$ cat config.mk
export PLATFORM = sky130hd
export DESIGN_NAME = ssr_status_core
export DESIGN_NICKNAME = d
export VERILOG_FILES = /design/src/hw/ssr_pkg.sv /design/src/hw/ssr_err_queue.sv /design/src/hw/ssr_status_core.sv
export SDC_FILE = /design/constraint.sdc
export NUM_CORES = 1
export LEC_CHECK = 0
export BUFFER_PORTS_ARGS = -buffer_cell sky130_fd_sc_hd__buf_4
export CAP_MARGIN = 30
export CORE_MARGIN = 4
export CORE_UTILIZATION = 62
export CTS_BUF_LIST = sky130_fd_sc_hd__clkbuf_2 sky130_fd_sc_hd__clkbuf_4 sky130_fd_sc_hd__clkbuf_8
export CTS_CLUSTER_SIZE = 8
export DETAILED_ROUTE_END_ITERATION = 10
export MAX_ROUTING_LAYER = met4
export PLACE_DENSITY = 0.9
export SETUP_SLACK_MARGIN = 0.02
export SLEW_MARGIN = 10
export SYNTH_ARGS = -nofsm -noshare
export SYNTH_HDL_FRONTEND = slang
export SYNTH_SLANG_ARGS = --single-unit
$ cat constraint.sdc
create_clock -name core_clk_i -period 9.85 [get_ports core_clk_i]
set_clock_uncertainty 0.15 [all_clocks]
set_input_delay 0.985 -clock core_clk_i [delete_from_list [all_inputs] [get_ports core_clk_i]]
set_output_delay 0.985 -clock core_clk_i [all_outputs]
set_load 0.005 [all_outputs]
$ cat src/hw/ssr_pkg.sv
package ssr_pkg;
  localparam int unsigned SB_QUES_BIT  = 3;
  localparam int unsigned SB_MAV_BIT   = 4;
  localparam int unsigned SB_ESB_BIT   = 5;
  localparam int unsigned SB_RQS_BIT   = 6;
  localparam int unsigned SB_OPER_BIT  = 7;
  localparam int unsigned SB_EAV_BIT   = 2;
  localparam logic [7:0]  SRQ_SRC_MASK = 8'hbc;
  localparam int unsigned EV_OPC_BIT   = 0;
  localparam int unsigned EV_PON_BIT   = 7;
  localparam logic [15:0] FILT_ALL_ONE = 16'hffff;
  localparam logic [15:0] REG_ZERO     = 16'h0000;
  localparam logic [7:0]  BYTE_ZERO    = 8'h00;
  localparam logic [7:0]  BYTE_ONES    = 8'hff;
  localparam logic [3:0]  QSEL_STB     = 4'h0;
  localparam logic [3:0]  QSEL_ESR     = 4'h1;
  localparam logic [3:0]  QSEL_ESE     = 4'h2;
  localparam logic [3:0]  QSEL_SRE     = 4'h3;
  localparam logic [3:0]  QSEL_PPE     = 4'h4;
  localparam logic [3:0]  QSEL_IST     = 4'h5;
  localparam logic [3:0]  QSEL_OCOND   = 4'h6;
  localparam logic [3:0]  QSEL_OEVT    = 4'h7;
  localparam logic [3:0]  QSEL_OEN     = 4'h8;
  localparam logic [3:0]  QSEL_OPTR    = 4'h9;
  localparam logic [3:0]  QSEL_ONTR    = 4'ha;
  localparam logic [3:0]  QSEL_QCOND   = 4'hb;
  localparam logic [3:0]  QSEL_QEVT    = 4'hc;
  localparam logic [3:0]  QSEL_QEN     = 4'hd;
  localparam logic [3:0]  QSEL_QPTR    = 4'he;
  localparam logic [3:0]  QSEL_QNTR    = 4'hf;
  localparam logic [15:0] NO_ERROR_CODE = 16'h0000;
endpackage : ssr_pkg

$ cat src/hw/ssr_err_queue.sv
`timescale 1ns/1ps
`default_nettype none
module ssr_err_queue
  import ssr_pkg::*;
#(
  parameter int unsigned DEPTH = 8,
  parameter int unsigned AW    = 3
) (
  input  wire logic        core_clk_i,
  input  wire logic        sys_rst_i,
  input  wire logic        clk_en_i,
  input  wire logic        clear_i,
  input  wire logic        push_i,
  input  wire logic [15:0] push_code_i,
  input  wire logic        pop_i,
  output logic [15:0]      pop_code_o,
  output logic             not_empty_o
);
  typedef struct packed {
    logic [AW-1:0] rd;
    logic [AW-1:0] wr;
    logic [AW:0]   cnt;
    logic [15:0]   code;
  } ssr_eq_state_t;

  ssr_eq_state_t st_r;
  ssr_eq_state_t st_nxt;
  logic [15:0]   mem_r [DEPTH];
  logic          do_push;
  logic          do_pop;

  // A full queue drops new errors rather than losing the oldest cause.
  assign do_pop  = pop_i && (st_r.cnt != '0);
  assign do_push = push_i && (st_r.cnt < (AW+1)'(DEPTH) || do_pop);

  always_comb begin
    st_nxt = st_r;
    if (pop_i) begin
      st_nxt.code = do_pop ? mem_r[st_r.rd] : NO_ERROR_CODE;
    end
    if (do_pop) begin
      st_nxt.rd = st_r.rd + 1'b1;
    end
    if (do_push) begin
      st_nxt.wr = st_r.wr + 1'b1;
    end
    st_nxt.cnt = st_r.cnt + (AW+1)'(do_push) - (AW+1)'(do_pop);
    // An error reported in the clearing cycle survives as the first entry.
    if (clear_i) begin
      st_nxt.rd  = '0;
      st_nxt.wr  = AW'(push_i);
      st_nxt.cnt = (AW+1)'(push_i);
    end
  end

  always_ff @(posedge core_clk_i or posedge sys_rst_i) begin
    if (sys_rst_i) begin
      st_r <= '0;
    end else if (clk_en_i) begin
      st_r <= st_nxt;
    end
  end

  always_ff @(posedge core_clk_i) begin
    if (clk_en_i && clear_i && push_i) begin
      mem_r[0] <= push_code_i;
    end else if (clk_en_i && do_push) begin
      mem_r[st_r.wr] <= push_code_i;
    end
  end

  assign pop_code_o  = st_r.code;
  assign not_empty_o = (st_r.cnt != '0);

  a_pop_empty_zero: assert property (@(posedge core_clk_i) disable iff (sys_rst_i)
    clk_en_i && pop_i && st_r.cnt == '0 |=> pop_code_o == NO_ERROR_CODE)
    else $error("empty queue pop did not return zero");
  a_pop_count_step: assert property (@(posedge core_clk_i) disable iff (sys_rst_i)
    clk_en_i && pop_i && !push_i && !clear_i && st_r.cnt != '0 |=> st_r.cnt == $past(st_r.cnt) - 1'b1)
    else $error("pop did not remove exactly one entry");
endmodule : ssr_err_queue
`default_nettype wire

$ cat src/hw/ssr_status_core.sv
`timescale 1ns/1ps
`default_nettype none
module ssr_status_core
  import ssr_pkg::*;
#(
  parameter int unsigned EQ_DEPTH = 8,
  parameter int unsigned EQ_AW    = 3
) (
  input  wire logic        core_clk_i,
  input  wire logic        sys_rst_i,
  input  wire logic        clk_en_i,
  input  wire logic        pon_clear_flag_i,
  input  wire logic        cmd_cls_i,
  input  wire logic        cmd_status_preset_i,
  input  wire logic        cmd_dev_clear_i,
  input  wire logic        cmd_line_start_i,
  input  wire logic        cmd_settings_reset_i,
  input  wire logic        cmd_opc_i,
  input  wire logic        ops_idle_i,
  input  wire logic        wr_sre_i,
  input  wire logic        wr_ese_i,
  input  wire logic        wr_ppe_i,
  input  wire logic [7:0]  wr_byte_i,
  input  wire logic        wr_oper_en_i,
  input  wire logic        wr_oper_ptr_i,
  input  wire logic        wr_oper_ntr_i,
  input  wire logic        wr_ques_en_i,
  input  wire logic        wr_ques_ptr_i,
  input  wire logic        wr_ques_ntr_i,
  input  wire logic [15:0] wr_word_i,
  input  wire logic        pp_config_i,
  input  wire logic [2:0]  pp_line_i,
  input  wire logic        pp_sense_i,
  input  wire logic        pp_unconfig_i,
  input  wire logic        pp_active_i,
  input  wire logic [15:0] oper_cond_i,
  input  wire logic [15:0] ques_cond_i,
  input  wire logic [5:2]  event_err_i,
  input  wire logic [15:0] err_code_i,
  input  wire logic        mav_i,
  input  wire logic        query_i,
  input  wire logic [3:0]  query_sel_i,
  input  wire logic        err_query_i,
  output logic [15:0]      query_data_o,
  output logic [15:0]      err_code_o,
  output logic [7:0]       status_byte_o,
  output logic             srq_o,
  output logic [7:0]       pp_data_o,
  output logic [7:0]       pp_data_oe_o,
  output logic             ist_o,
  output logic             clear_out_buf_o,
  output logic             clear_in_proc_o,
  output logic             settings_reset_o
);
  typedef struct packed {
    logic [7:0]  request_enable_mask;
    logic [7:0]  event_enable_mask;
    logic [7:0]  standard_event_register;
    logic [7:0]  poll_enable_mask;
    logic [15:0] oper_evt;
    logic [15:0] oper_en;
    logic [15:0] oper_ptr;
    logic [15:0] oper_ntr;
    logic [15:0] oper_prev;
    logic [15:0] ques_evt;
    logic [15:0] ques_en;
    logic [15:0] ques_ptr;
    logic [15:0] ques_ntr;
    logic [15:0] ques_prev;
    logic        opc_wait;
    logic        pp_cfg;
    logic [2:0]  pp_line;
    logic        pp_sense;
    logic        pon_done;
    logic [15:0] qdata;
    logic        clr_out;
    logic        clr_in;
    logic        set_rst;
  } ssr_state_t;

  ssr_state_t st_r;
  ssr_state_t st_nxt;
  logic [7:0] stb;
  logic       srq_req;
  logic       ist;
  logic       eq_avail;
  logic       pon;
  logic       eq_clear;
  logic [15:0] oper_edge;
  logic [15:0] ques_edge;

  // Power-on is the first enabled cycle after reset; the clear flag is sampled then.
  assign pon      = !st_r.pon_done;
  assign eq_clear = pon || cmd_cls_i;

  // A falling filter bit catches the 1-to-0 change of its condition bit.
  assign oper_edge = (oper_cond_i & ~st_r.oper_prev & st_r.oper_ptr)
                   | (~oper_cond_i & st_r.oper_prev & st_r.oper_ntr);
  assign ques_edge = (ques_cond_i & ~st_r.ques_prev & st_r.ques_ptr)
                   | (~ques_cond_i & st_r.ques_prev & st_r.ques_ntr);

  ssr_err_queue #(
    .DEPTH (EQ_DEPTH),
    .AW    (EQ_AW)
  ) u_err_queue (
    .core_clk_i  (core_clk_i),
    .sys_rst_i   (sys_rst_i),
    .clk_en_i    (clk_en_i),
    .clear_i     (eq_clear),
    .push_i      (|event_err_i),
    .push_code_i (err_code_i),
    .pop_i       (err_query_i),
    .pop_code_o  (err_code_o),
    .not_empty_o (eq_avail)
  );

  always_comb begin
    stb              = BYTE_ZERO;
    stb[SB_EAV_BIT]  = eq_avail;
    stb[SB_QUES_BIT] = |(st_r.ques_evt & st_r.ques_en);
    stb[SB_MAV_BIT]  = mav_i;
    stb[SB_ESB_BIT]  = |(st_r.standard_event_register & st_r.event_enable_mask);
    stb[SB_OPER_BIT] = |(st_r.oper_evt & st_r.oper_en);
    // Released as soon as the enabled causes go away, no separate latch.
    srq_req          = |(stb & st_r.request_enable_mask & SRQ_SRC_MASK);
    stb[SB_RQS_BIT]  = srq_req;
    ist              = |(st_r.poll_enable_mask & stb);
  end

  always_comb begin
    st_nxt         = st_r;
    st_nxt.clr_out = 1'b0;
    st_nxt.clr_in  = 1'b0;
    st_nxt.set_rst = cmd_settings_reset_i;
    st_nxt.pon_done = 1'b1;
    // Transition filters: rising via ptr, falling via ntr.
    st_nxt.oper_evt  = st_r.oper_evt | oper_edge;
    st_nxt.ques_evt  = st_r.ques_evt | ques_edge;
    st_nxt.oper_prev = oper_cond_i;
    st_nxt.ques_prev = ques_cond_i;
    if (cmd_opc_i) begin
      st_nxt.opc_wait = 1'b1;
    end
    if (wr_sre_i) st_nxt.request_enable_mask = wr_byte_i;
    if (wr_ese_i) st_nxt.event_enable_mask = wr_byte_i;
    if (wr_ppe_i) st_nxt.poll_enable_mask = wr_byte_i;
    if (wr_oper_en_i) st_nxt.oper_en = wr_word_i;
    if (wr_oper_ptr_i) st_nxt.oper_ptr = wr_word_i;
    if (wr_oper_ntr_i) st_nxt.oper_ntr = wr_word_i;
    if (wr_ques_en_i) st_nxt.ques_en = wr_word_i;
    if (wr_ques_ptr_i) st_nxt.ques_ptr = wr_word_i;
    if (wr_ques_ntr_i) st_nxt.ques_ntr = wr_word_i;
    if (pp_config_i) begin
      st_nxt.pp_cfg   = 1'b1;
      st_nxt.pp_line  = pp_line_i;
      st_nxt.pp_sense = pp_sense_i;
    end else if (pp_unconfig_i) begin
      st_nxt.pp_cfg = 1'b0;
    end
    if (cmd_cls_i) begin
      st_nxt.standard_event_register      = BYTE_ZERO;
      // An edge in the clearing cycle is a new event and is kept.
      st_nxt.oper_evt = oper_edge;
      st_nxt.ques_evt = ques_edge;
      st_nxt.opc_wait = 1'b0;
    end
    // Event sources are merged after clear-status so a same-cycle event is kept.
    st_nxt.standard_event_register[5:2] = st_nxt.standard_event_register[5:2] | event_err_i;
    if (st_r.opc_wait && ops_idle_i) begin
      st_nxt.standard_event_register[EV_OPC_BIT] = 1'b1;
      st_nxt.opc_wait        = 1'b0;
    end
    if (cmd_status_preset_i || (pon && pon_clear_flag_i)) begin
      st_nxt.oper_en  = REG_ZERO;
      st_nxt.ques_en  = REG_ZERO;
      st_nxt.oper_ptr = FILT_ALL_ONE;
      st_nxt.ques_ptr = FILT_ALL_ONE;
      st_nxt.oper_ntr = REG_ZERO;
      st_nxt.ques_ntr = REG_ZERO;
    end
    if (pon) begin
      st_nxt.clr_out = 1'b1;
      st_nxt.clr_in  = 1'b1;
      st_nxt.standard_event_register[EV_PON_BIT] = 1'b1;
      if (pon_clear_flag_i) begin
        st_nxt.request_enable_mask      = BYTE_ZERO;
        st_nxt.event_enable_mask      = BYTE_ZERO;
        st_nxt.poll_enable_mask      = BYTE_ZERO;
        st_nxt.oper_evt = REG_ZERO;
        st_nxt.ques_evt = REG_ZERO;
        st_nxt.standard_event_register      = BYTE_ZERO;
        st_nxt.standard_event_register[EV_PON_BIT] = 1'b1;
      end
    end
    if (cmd_dev_clear_i) begin
      st_nxt.clr_out  = 1'b1;
      st_nxt.clr_in   = 1'b1;
      st_nxt.opc_wait = 1'b0;
    end
    if (cmd_line_start_i) begin
      st_nxt.clr_out = 1'b1;
    end
    if (query_i) begin
      if (query_sel_i == QSEL_STB) st_nxt.qdata = {8'h00, stb};
      else if (query_sel_i == QSEL_ESR) st_nxt.qdata = {8'h00, st_r.standard_event_register};
      else if (query_sel_i == QSEL_ESE) st_nxt.qdata = {8'h00, st_r.event_enable_mask};
      else if (query_sel_i == QSEL_SRE) st_nxt.qdata = {8'h00, st_r.request_enable_mask};
      else if (query_sel_i == QSEL_PPE) st_nxt.qdata = {8'h00, st_r.poll_enable_mask};
      else if (query_sel_i == QSEL_IST) st_nxt.qdata = {15'h0000, ist};
      else if (query_sel_i == QSEL_OCOND) st_nxt.qdata = oper_cond_i;
      else if (query_sel_i == QSEL_OEVT) st_nxt.qdata = st_r.oper_evt;
      else if (query_sel_i == QSEL_OEN) st_nxt.qdata = st_r.oper_en;
      else if (query_sel_i == QSEL_OPTR) st_nxt.qdata = st_r.oper_ptr;
      else if (query_sel_i == QSEL_ONTR) st_nxt.qdata = st_r.oper_ntr;
      else if (query_sel_i == QSEL_QCOND) st_nxt.qdata = ques_cond_i;
      else if (query_sel_i == QSEL_QEVT) st_nxt.qdata = st_r.ques_evt;
      else if (query_sel_i == QSEL_QEN) st_nxt.qdata = st_r.ques_en;
      else if (query_sel_i == QSEL_QPTR) st_nxt.qdata = st_r.ques_ptr;
      else st_nxt.qdata = st_r.ques_ntr;
      // Reading an event part clears it, but a new edge in the same cycle survives.
      if (query_sel_i == QSEL_ESR) st_nxt.standard_event_register = st_nxt.standard_event_register & ~st_r.standard_event_register | ({4'h0, event_err_i} << 2)
        | {7'h00, st_r.opc_wait && ops_idle_i};
      if (query_sel_i == QSEL_OEVT) st_nxt.oper_evt = oper_edge;
      if (query_sel_i == QSEL_QEVT) st_nxt.ques_evt = ques_edge;
    end
  end

  always_ff @(posedge core_clk_i or posedge sys_rst_i) begin
    if (sys_rst_i) begin
      st_r <= '0;
    end else if (clk_en_i) begin
      st_r <= st_nxt;
    end
  end

  // The status byte has no reset bit; its sources are cleared instead.
  assign status_byte_o    = stb;
  assign srq_o            = srq_req;
  assign ist_o            = ist;
  assign query_data_o     = st_r.qdata;
  assign clear_out_buf_o  = st_r.clr_out;
  assign clear_in_proc_o  = st_r.clr_in;
  assign settings_reset_o = st_r.set_rst;

  // Only the allocated line is driven, so other devices can answer on theirs.
  always_comb begin
    pp_data_o    = BYTE_ZERO;
    pp_data_oe_o = BYTE_ZERO;
    if (pp_active_i && st_r.pp_cfg) begin
      pp_data_oe_o[st_r.pp_line] = 1'b1;
      pp_data_o[st_r.pp_line]    = ist ^ st_r.pp_sense;
    end
  end

  a_srq_cause: assert property (@(posedge core_clk_i) disable iff (sys_rst_i)
    srq_o == ((status_byte_o[SB_EAV_BIT] && st_r.request_enable_mask[SB_EAV_BIT])
      || (status_byte_o[SB_QUES_BIT] && st_r.request_enable_mask[SB_QUES_BIT]) || (status_byte_o[SB_MAV_BIT] && st_r.request_enable_mask[SB_MAV_BIT])
      || (status_byte_o[SB_ESB_BIT] && st_r.request_enable_mask[SB_ESB_BIT]) || (status_byte_o[SB_OPER_BIT] && st_r.request_enable_mask[SB_OPER_BIT])))
    else $error("service request does not match enabled status");
  a_opc_sets_esb: assert property (@(posedge core_clk_i) disable iff (sys_rst_i)
    clk_en_i && st_r.pon_done && st_r.opc_wait && ops_idle_i && !query_i && !wr_ese_i && st_r.event_enable_mask[EV_OPC_BIT]
    |=> status_byte_o[SB_ESB_BIT])
    else $error("completion did not raise event summary");
  a_ntr_latch: assert property (@(posedge core_clk_i) disable iff (sys_rst_i)
    clk_en_i && st_r.pon_done && !cmd_cls_i && !query_i && !cmd_status_preset_i
    && |(~oper_cond_i & st_r.oper_prev & st_r.oper_ntr)
    |=> |st_r.oper_evt)
    else $error("falling edge not latched");
  a_pp_one_line: assert property (@(posedge core_clk_i) disable iff (sys_rst_i)
    $countones(pp_data_oe_o) == ((pp_active_i && st_r.pp_cfg) ? 1 : 0))
    else $error("parallel poll drives more than one line");
  a_cls_clears: assert property (@(posedge core_clk_i) disable iff (sys_rst_i)
    clk_en_i && st_r.pon_done && cmd_cls_i && event_err_i == 4'h0 && !(st_r.opc_wait && ops_idle_i)
    && !wr_sre_i && !wr_ese_i
    |=> st_r.standard_event_register == BYTE_ZERO && st_r.request_enable_mask == $past(st_r.request_enable_mask) && st_r.event_enable_mask == $past(st_r.event_enable_mask))
    else $error("clear status misbehaved");
  a_preset_filters: assert property (@(posedge core_clk_i) disable iff (sys_rst_i)
    clk_en_i && cmd_status_preset_i |=> st_r.oper_ptr == FILT_ALL_ONE && st_r.oper_ntr == REG_ZERO)
    else $error("preset did not set filters");
  a_dcl_keeps: assert property (@(posedge core_clk_i) disable iff (sys_rst_i)
    clk_en_i && st_r.pon_done && cmd_dev_clear_i && !wr_sre_i |=> clear_out_buf_o && clear_in_proc_o
    && st_r.request_enable_mask == $past(st_r.request_enable_mask))
    else $error("device clear wrong");
  a_line_clear: assert property (@(posedge core_clk_i) disable iff (sys_rst_i)
    clk_en_i && cmd_line_start_i |=> clear_out_buf_o)
    else $error("line start did not clear output buffer");
endmodule : ssr_status_core
`default_nettype wire

==> Word level (Yosys, flattened, before mapping) <==
Memory sizes are Yosys's and may differ from the RTL's.
Cells that the tools add are included.
{ "totals": {"register_bits": 244, "mem_bits_rw": 128, "in_bits": 110, "out_inout_bits": 61, "word_cells": 187, "n_memories": 1} }
{ "classes": {"add_sub_neg": 4, "order_cmp": 3, "eq_ne": 14, "mux": 65, "bitwise_logic": 28, "n_reduce_logical": 45} }
{ "memory_table": {"columns": ["memory", "depth", "word_bits", "rd", "rd_ports_with_merged_regs", "wr", "line_no", "source"], "rows": [
  ["u_err_queue.mem_r", 8, 16, 1, 0, 1, "ssr_err_queue.sv:28", "logic [15:0] mem_r [DEPTH];"]
]} }
{ "op_table": {"columns": ["op", "n"], "rows": [
  ["16-bit two-way mux", 31],
  ["48-bit two-way mux", 4],
  ["16-bit bitwise AND", 10],
  ["8-bit two-way mux", 8],
  ["16-bit NOT", 4],
  ["16-bit OR", 4],
  ["16-bit OR reduction", 3],
  ["8-bit bitwise AND", 5],
  ["4-bit equality test (second input constant)", 7],
  ["2-bit AND reduction", 13],
  ["2-bit nonzero test", 9],
  ["4-bit by 3-bit equality test with 1-bit output (second input constant)", 4],
  ["8-bit OR reduction", 2],
  ["1-bit two-way mux", 15],
  ["10-bit two-way mux", 1],
  ["1-bit logical AND", 9],
  ["3-bit two-way mux", 3],
  ["4-bit by 2-bit equality test with 1-bit output (second input constant)", 2],
  ["8-bit NOT", 1],
  ["8-bit by 1-bit OR with 8-bit output", 1],
  ["8-bit by 6-bit OR with 8-bit output", 1],
  ["4-bit nonzero test", 2],
  ["3-bit by 1-bit adder with 3-bit output (second input constant)", 2],
  ["5-bit OR reduction", 1],
  ["14 further kinds", 17]
]} }

==> Depth between registers and ports, before layout <==
Gate-level depths: netlist (run 1).
{ "logic_depth": {"depth_word": 16, "depth_mapped": 13, "depth_no_buf": 12} }

==> By module <==
Synthesis (run 1) repeated with hierarchy kept, for this count alone.
{ "hier_totals": {"cells_unflattened": 1676, "hier_area_um2": 17844.6} }
{ "modules_own_cells": {"columns": ["mod", "instances", "cells_each", "area_per_inst_um2", "seq_area_each_um2"], "rows": [
  ["ssr_status_core", 1, 1302, 11509.8, 5455.2],
  ["ssr_err_queue", 1, 374, 6334.8, 4494.3]
]} }

==> Worst setup path after synthesis (run 1) <==
No wires, ideal clock.
{ "synth_path": {"path_type": "input to register", "startpoint": "in clk_en_i", "endpoint": "mem u_err_queue.mem_r[0][0], enable pin", "setup_ps": 416, "arrival_time_ps": 2993, "slack_ps": 6291, "path_stages": 5, "n_path_buf": 1, "path_cell_list": "clkbuf_1 nand2_1 nor2b_1 nand2b_1 o32ai_1"} }
{ "synth_via": {"elab_chain_len": 6} }
{ "synth_rtl": {"columns": ["item", "line_no", "source"], "rows": [
  ["start: declaration", "ssr_status_core.sv:11", "input wire logic clk_en_i,"],
  ["1-bit logical AND (on tied branches)", "ssr_err_queue.sv:67, ssr_err_queue.sv:65", null],
  ["1-bit two-way mux / 1-bit logical AND (equally long branches)", "ssr_err_queue.sv:67, ssr_err_queue.sv:65", null],
  ["1-bit two-way mux", "ssr_err_queue.sv:65", "if (clk_en_i && clear_i && push_i) begin"],
  ["1-bit two-way mux (not written as such)", "ssr_err_queue.sv:68", "mem_r[st_r.wr] <= push_code_i;"],
  ["16-bit OR reduction (no line)", null, null],
  ["3-bit two-way mux (no line) / 1-bit two-way mux (equally long branches)", null, null],
  ["end: declaration", "ssr_err_queue.sv:28", null]
]} }
Several ways; a longest one is shown, not always the timed one.

==> Worst setup path in the final report (run 1) <==
{ "layout_path": {"startpoint": "reg st_r[88] (netlist name)", "endpoint": "out pp_data_o[7]"} }
{ "layout_via": {"elab_chain_len": 9} }
{ "layout_rtl": {"columns": ["item", "line_no", "source"], "rows": [
  ["start: declaration", "ssr_status_core.sv:81", "ssr_state_t st_r;"],
  ["start signal: assignment", "ssr_status_core.sv:232", "st_r <= st_nxt;"],
  ["16-bit bitwise AND *", "ssr_status_core.sv:120", "stb[SB_QUES_BIT] = |(st_r.ques_evt & st_r.ques_en);"],
  ["16-bit OR reduction *", "ssr_status_core.sv:120", null],
  ["8-bit bitwise AND", "ssr_status_core.sv:125", "srq_req = |(stb & st_r.request_enable_mask & SRQ_SRC_MASK);"],
  ["5-bit OR reduction", "ssr_status_core.sv:125", null],
  ["8-bit bitwise AND *", "ssr_status_core.sv:127", "ist = |(st_r.poll_enable_mask & stb);"],
  ["8-bit OR reduction *", "ssr_status_core.sv:127", null],
  ["1-bit bitwise XOR *", "ssr_status_core.sv:251", "pp_data_o[st_r.pp_line] = ist ^ st_r.pp_sense;"],
  ["8-bit bitwise AND (no line) *", null, null],
  ["8-bit two-way mux *", "ssr_status_core.sv:249", "if (pp_active_i && st_r.pp_cfg) begin"],
  ["end: declaration", "ssr_status_core.sv:48", "output logic [7:0] pp_data_o,"]
]} }
Every way passes the cells marked *; elsewhere a longest branch is shown, timed or not.

==> results of run 1 <==
==> layout by cell type, fill, tap and decap left out, types with 5 or more instances in the layout <==
cell	count
buf_8	11
nand2b_1	15
nand2_1	248
ha_1	7
o22ai_1	17
nand3_1	43
mux2i_1	39
and3_1	15
o21ai_2	6
or3_1	5
nand3b_1	32
clkbuf_4	29
nor2b_1	15
clkinv_2	5
inv_1	16
mux2_2	42
and2_1	15
a31o_2	7
clkinv_1	5
a22oi_1	11
dfrtp_1	243
edfxtp_1	128
nor3_1	16
mux4_2	32
a222oi_1	8
a22o_1	52
nor2_1	69
o221ai_1	7
a31oi_1	6
a221oi_1	8
buf_4	183
a21oi_1	100
a211oi_1	9
o2bb2ai_1	6
clkbuf_8	66
nor2_2	6
or2_2	5
o21ai_0	185
==> sequential cells by signal (all words and copies together) (netlist names) <==
signal and flops:
st_r 199, query_data_o 16, settings_reset_o 1, u_err_queue.pop_code_o 16
u_err_queue.mem_r 128, clear_out_buf_o 1, clear_in_proc_o 1, u_err_queue.st_r 10
==> layout make-up <==
type | count | area, um2
Clock buffer | 95 | 1126
Clock inverter | 12 | 113.9
Fill cell | 1895 | 7503
Inverter | 19 | 78.83
Multi-Input combinational cell | 1106 | 7149
Sequential cell | 372 | 9951
Tap cell | 378 | 473.0
Timing Repair Buffer | 201 | 1692
==> stage by stage <==
stage	total power (W)	instance area, um2
finish	0.004141	20580
global route	0.004296	20580
CTS	0.004122	20490
detailed placement	0.002740	19250
global placement	0.002677	19010
floorplan	0.002447	17820
==> worst reg2reg max path: cells and delay by family, from the launching register on <==
family | cells | cell delay (ns)
DFF | 1 | 0.35
buffers and inverters | 2 | 0.30
AOI/OAI and AO/OA | 1 | 0.43
adders and majority gates | 1 | 0.16
and+or+nand+nor | 5 | 1.71
==> power by group <==
| group | leakage, nW | switching [W] | internal (W) | total (W) |
|---|---|---|---|---|
| Combinational | 3.56 | 0.000438 | 0.000370 | 0.000808 |
| Sequential | 4.20 | 0.000176 | 0.00178 | 0.00195 |
| Clock | 0.669 | 0.000626 | 0.000754 | 0.00138 |
| Total | 8.42 | 0.00124 | 0.00290 | 0.00414 |
==> worst min-delay path by stage <==
stage / cells past startpoint / endpoint / start / slack [ns]
after detailed placement: 2 / u_err_queue.pop_code_o[9]$_DFFE_PP0P_ / u_err_queue.pop_code_o[9]$_DFFE_PP0P_ / 0.33
after global placement: 2 / u_err_queue.pop_code_o[9]$_DFFE_PP0P_ / u_err_queue.pop_code_o[9]$_DFFE_PP0P_ / 0.32
after global routing: 2 / u_err_queue.pop_code_o[8]$_DFFE_PP0P_ / u_err_queue.pop_code_o[8]$_DFFE_PP0P_ / 0.38
after floorplan: 2 / query_data_o[14]$_DFFE_PP0P_ / query_data_o[14]$_DFFE_PP0P_ / 0.29
after CTS: 2 / u_err_queue.pop_code_o[13]$_DFFE_PP0P_ / sys_rst_i / 0.35
final: 2 / st_r[38]$_DFFE_PP0P_ / sys_rst_i / 0.34
==> per-layer routing <==
layer,up-vias,share of wire,GRT usage
met5,-,0,-
met4,0,0.046,0.1473
met3,232,0.11,0.07733
met2,1195,0.48,0.5526
met1,7205,0.36,0.4560
li1,6261,-,-
==> kinds of logic (layout without fill, tap and decap cells) <==
family / count (synthesis) / in the layout / share of synthesized area
adders and majority gates: 8 / 8 / 0.006041
xor gates and xnor gates: 2 / 2 / 0.0009836
buffers and inverters: 165 / 327 / 0.04383
DFF: 372 / 372 / 0.5586
other: 1 / 2 / 0.0002105
AOI/OAI and AO/OA: 480 / 480 / 0.1701
muxes: 115 / 115 / 0.09061
and+or+nand+nor: 499 / 499 / 0.1296
==> flow_metrics.tcl, run 1 <==
set metrics [dict create \
    status "finished clean" \
    hold_class "in2async" \
    r2r-end "u_err_queue.mem_r[1][11]$_DFFE_PP_" \
    start_util 0.6342 \
    cts_tree "built" \
    clk_pin_slew_ns 0.06 \
    yosysTopAreaCell "dfrtp_1" \
    gr-total-overflow 0 \
    clockRootBuffer "clkbuf_8" \
    crit_path_start "st_r[88]$_DFFE_PP0P_" \
    final_cells 2183 \
    hold_violations 0 \
    gp_routability_congestion 1.018 \
    required_ns 8.72 \
    synthCells 1642 \
    track_usage 0.3542 \
    cp_top_family "compound AO/OA/AOI/OAI gates" \
    ys_top_cells_by_count "248 x nand2_1, 244 x dfrtp_1, 191 x o21ai_0, 128 x edfxtp_1, 100 x a21oi_1" \
    async_flop_share 0.6559 \
    worst_pin_slew_ns 0.9329 \
    fin_nets 1877 \
    grt_pass1_wl_um 83700 \
    antenna_cells 0 \
    r2r_setup_slack_ns 6.44 \
    synth_flop_cell "dfrtp_1" \
    power.density_nw_per_um2 201.2 \
    hold_buffers 0 \
    place_inst 2071 \
    clk_latency_ns 0.63 \
    yosys-top-cells-area "dfrtp_1 34%, edfxtp_1 22%, o21ai_0 5.4%" \
    ir_worst_vdd_mv 0.1702 \
    setup_violations 0 \
    p_leak_nw 8.424 \
    grt_start_max_net_pins 102 \
    yosysWarnings 0 \
    cp-start-kind "flop" \
    rsz0062_at_grt "false" \
    post-place-ws_ns 5.917 \
    endpoint "pp_data_o[7]" \
    antenna_left 0 \
    synth.cell_area_um2 17810 \
    worstRegToRegCells 9 \
    drc_errors 0 \
    path_cells "a22o_1 > a221oi_1 > nand4_1 > a221o_1 > nor3_4 > mux2_4 > buf_4" \
    cts_setup_buffers 0 \
    setup_tns_ns 0 \
    fin_util 0.7328 \
    antenna_found_initial 0 \
    critPathMaxStageDelay_ns 0.53 \
    end_kind "primary output" \
    synthDistinctLibCells 74 \
    die-width_um 177.5 \
    drive_above_1_share 0.2321 \
    core_um2 28090 \
    synth_top_area_share 0.3428 \
    grt_pass1_vias 14453 \
    fin_ws_ns 5.266 \
    cts_buffers 59 \
    cts_resized 0 \
    numPortBuffers 168 \
    maxCapViolCount 0 \
    vias 14893 \
    period_share 0.4654 \
    areaGrowthSynthToFinish_pct 15.56 \
    fp-row-count 61 \
    cp.depth 7 \
    fmax_ghz 0.2181 \
    fin_crit_ns 4.584 \
    crit_arrival_ns 3.45 \
    pin_count 171 \
    cp.buffers_inverters 1 \
    synth_edf_count 128 \
    htree_levels 2 \
    ys_seq_area_frac 0.5586 \
    clk_path_buf_depth 3 \
    synth-seq-cells 372 \
    dp.final_hpwl_um 36090 \
    wl_per_cell_um 25.18 \
    slew_headroom 0.3723 \
    drtPass1Iterations 9 \
    fp.dieH_um 177.5 \
    syn_avg_cell_area_um2 10.85 \
    die-area_um2 31500 \
    timing.rr.start "u_err_queue.st_r[19]$_DFFE_PP0P_" \
    slew_viol_final 0 \
    routed_wl_um 54980 \
    holdWs_ns 0.3434 \
    worstSetupPathType "reg2out" \
    clkSinkCount 372 \
    slowest_stage "nor3_4" \
    viasPerCell 6.822 \
    yosys.cell_count.top_type "nand2_1" \
    path_max_fanout 9 \
    first_iter_violations 2348 \
]
Note: power is estimated with default switching activity, not from simulation.
==> run 2, diff against run 1 <==
--- a/config.mk
+++ b/config.mk
@@ -8,12 +8,12 @@
 export BUFFER_PORTS_ARGS = -buffer_cell sky130_fd_sc_hd__buf_4
 export CAP_MARGIN = 30
 export CORE_MARGIN = 4
-export CORE_UTILIZATION = 62
+export CORE_UTILIZATION = 56
 export CTS_BUF_LIST = sky130_fd_sc_hd__clkbuf_2 sky130_fd_sc_hd__clkbuf_4 sky130_fd_sc_hd__clkbuf_8
 export CTS_CLUSTER_SIZE = 8
 export DETAILED_ROUTE_END_ITERATION = 10
 export MAX_ROUTING_LAYER = met4
-export PLACE_DENSITY = 0.9
+export PLACE_DENSITY = 0.86
 export SETUP_SLACK_MARGIN = 0.02
 export SLEW_MARGIN = 10
 export SYNTH_ARGS = -nofsm -noshare
==> constraint.sdc (replaced) <==
create_clock -name core_clk_i -period 3.74 [get_ports core_clk_i]
set_clock_uncertainty 0.15 [all_clocks]
set_input_delay 0.374 -clock core_clk_i [delete_from_list [all_inputs] [get_ports core_clk_i]]
set_output_delay 0.374 -clock core_clk_i [all_outputs]
set_load 0.005 [all_outputs]
==> run 2 against run 1 <==
First-iteration DRC count shrank 15%. Largest power group unchanged. Die area grew 10%. Clock power grew to 2.7 times the previous value. Wire length grew 1.1%. Register-to-register slack lost 5.6 ns. Non-clock buffer count grew 114. Total power grew to 2.7 times the previous value.
==> flow_metrics.tcl, run 2 (synthesis results as in run 1) <==
set metrics [dict create \
    path_cells "a22o_1 > a221oi_2 > nand4_2 > a221o_1 > nor3_4 > buf_12 > mux2_4 > buf_4" \
    clk_pin_slew_ns 0.06 \
    biggestRegsByFlops "st_r (199), u_err_queue.mem_r (128)" \
    grt_pass1_wl_um 86060 \
    layout_common_cells "248 x nand2_1, 243 x dfrtp_1, 214 x buf_4" \
    drive_above_1_share 0.2278 \
    start_util 0.5659 \
    hold_class "in2reg" \
    slew_viol_final 0 \
    fmax_ghz 0.2771 \
    slew_headroom 0.3539 \
    fin_crit_ns 3.608 \
    clk_latency_ns 0.66 \
    setup_violations 0 \
    antenna_left 0 \
    worst_pin_slew_ns 0.9656 \
    p_leak_nw 8.896 \
    areaGrowthSynthToFinish_pct 21.37 \
    power.density_nw_per_um2 511.3 \
    worstSetupPathType "reg2out" \
    fin_nets 1992 \
    viasPerCell 6.463 \
    setup_tns_ns 0 \
    path_max_fanout 9 \
    cp.buffers_inverters 2 \
    rsz0062_at_grt "false" \
    internal-power_w 0.007773 \
    grt_start_max_net_pins 90 \
    gr-total-overflow 0 \
    antenna_found_initial 4 \
    holdWs_ns 0.06248 \
    cp-start-kind "flop" \
    track_usage 0.3212 \
    clkSinkCount 372 \
    fp-row-count 65 \
    wl_per_cell_um 23.88 \
    cts_tree "built" \
    largest_register_ffs 199 \
    cts_buffers 60 \
    numPortBuffers 168 \
    clockRootBuffer "clkbuf_8" \
    cp_top_family "compound AO/OA/AOI/OAI gates" \
    status "finished clean" \
    hold_violations 0 \
    ir_worst_vdd_mv 0.5114 \
    drtPass1Iterations 8 \
    grt_pass1_vias 14880 \
    final_cells 2328 \
    htree_levels 2 \
    die-area_um2 34720 \
    required_ns 3.22 \
    routed_wl_um 55600 \
    place_inst 2115 \
    crit_arrival_ns 3.08 \
    critPathMaxStageDelay_ns 0.46 \
    p_seq_frac 0.461 \
    slowest_stage "a221o_1" \
    period_share 0.9648 \
    drc_errors 0 \
    cp.depth 8 \
    top_register "st_r" \
    worstRegToRegCells 10 \
    die-width_um 186.3 \
    vias 15045 \
    dp.final_hpwl_um 36020 \
    switching_share 0.2968 \
    first_iter_violations 2004 \
    p_clk_frac 0.336 \
    pin_count 171 \
    final_common_cell "nand2_1" \
    end_kind "primary output" \
    gp_routability_congestion 0.9907 \
    switchingPower_w 0.003281 \
    min_path_cells 3 \
    core_um2 31470 \
    comb_power_share 0.203 \
    clk_path_buf_depth 3 \
    fp.dieH_um 186.3 \
    maxCapViolCount 0 \
]
==> run 2: what timing repair did <==
action / CTS / global route
resized for setup: 1 / 0
buffers inserted: 3 / 0
hold buffers: 96 / 0
endpoints found under the setup margin: 9 / 0
endpoints found under the hold margin: 276 / 0
==> run 2: final timing paths <==
check                                                 startpoint                                     to  slack (ns)
min                                                  err_query_i       u_err_queue.st_r[25]$_DFFE_PP0P_        0.06
max reg2reg                     u_err_queue.st_r[18]$_DFFE_PP0P_     u_err_queue.mem_r[0][11]$_DFFE_PP_        0.80
min reg2reg                u_err_queue.pop_code_o[0]$_DFFE_PP0P_  u_err_queue.pop_code_o[0]$_DFFE_PP0P_        0.33
min in group asynchronous                              sys_rst_i                  st_r[147]$_DFFE_PP0P_        0.27
max                                        st_r[171]$_DFFE_PP0P_                           pp_data_o[7]        0.13
max in group asynchronous                              sys_rst_i                  st_r[104]$_DFFE_PP0P_        2.09
==> run 2: area by class of cell <==
class,count,area [um2]
clock buffers,103,1205
well taps,402,503.0
diodes,3,7.507
inverters,19,75.07
multi-input cells,1106,7129
fillers,2178,9856
flip-flops and latches,372,9951
clock inverters,8,72.57
repair buffers,315,2675
==> run 2: routing by layer <==
metal  track usage  part of all wire
met5             -                 0
met4        0.1249             0.046
met3       0.07464              0.11
met2        0.5023              0.47
met1        0.4134              0.37
==> run 2: power by group through the flow <==
stage	sequential [W]	clock, W	combinational (W)
after CTS	0.00507	0.00372	0.00221
after global placement	0.00510	0	0.00199
final	0.00509	0.00371	0.00225
after global routing	0.00513	0.00395	0.00243
after floorplan	0.00497	0	0.00147
after detailed placement	0.00513	0	0.00207
==> run 2: through the flow <==
step / total power (W) / setup WS [ns] / utilization / instance area, um2
floorplan: 0.006444 / 0.01222 / - / 17820
global placement: 0.007087 / 0.4484 / 0.6133 / 19300
detailed placement: 0.007204 / 0.3753 / 0.6142 / 19330
CTS: 0.01100 / 0.1189 / 0.6866 / 21610
global route: 0.01151 / 0.02848 / 0.6869 / 21620
finish: 0.01105 / 0.1316 / 0.6869 / 21620
==> run 2: worst register-to-register path: cells and delay by family, from the launching register on <==
| kind | cells | cell delay [ns] |
|---|---|---|
| flip-flops | 1 | 0.33 |
| buffers and inverters | 3 | 0.57 |
| AND/OR/NAND/NOR | 4 | 0.78 |
| adder cells (fa/ha/maj) | 1 | 0.19 |
| AO/OA/AOI/OAI | 2 | 0.58 |
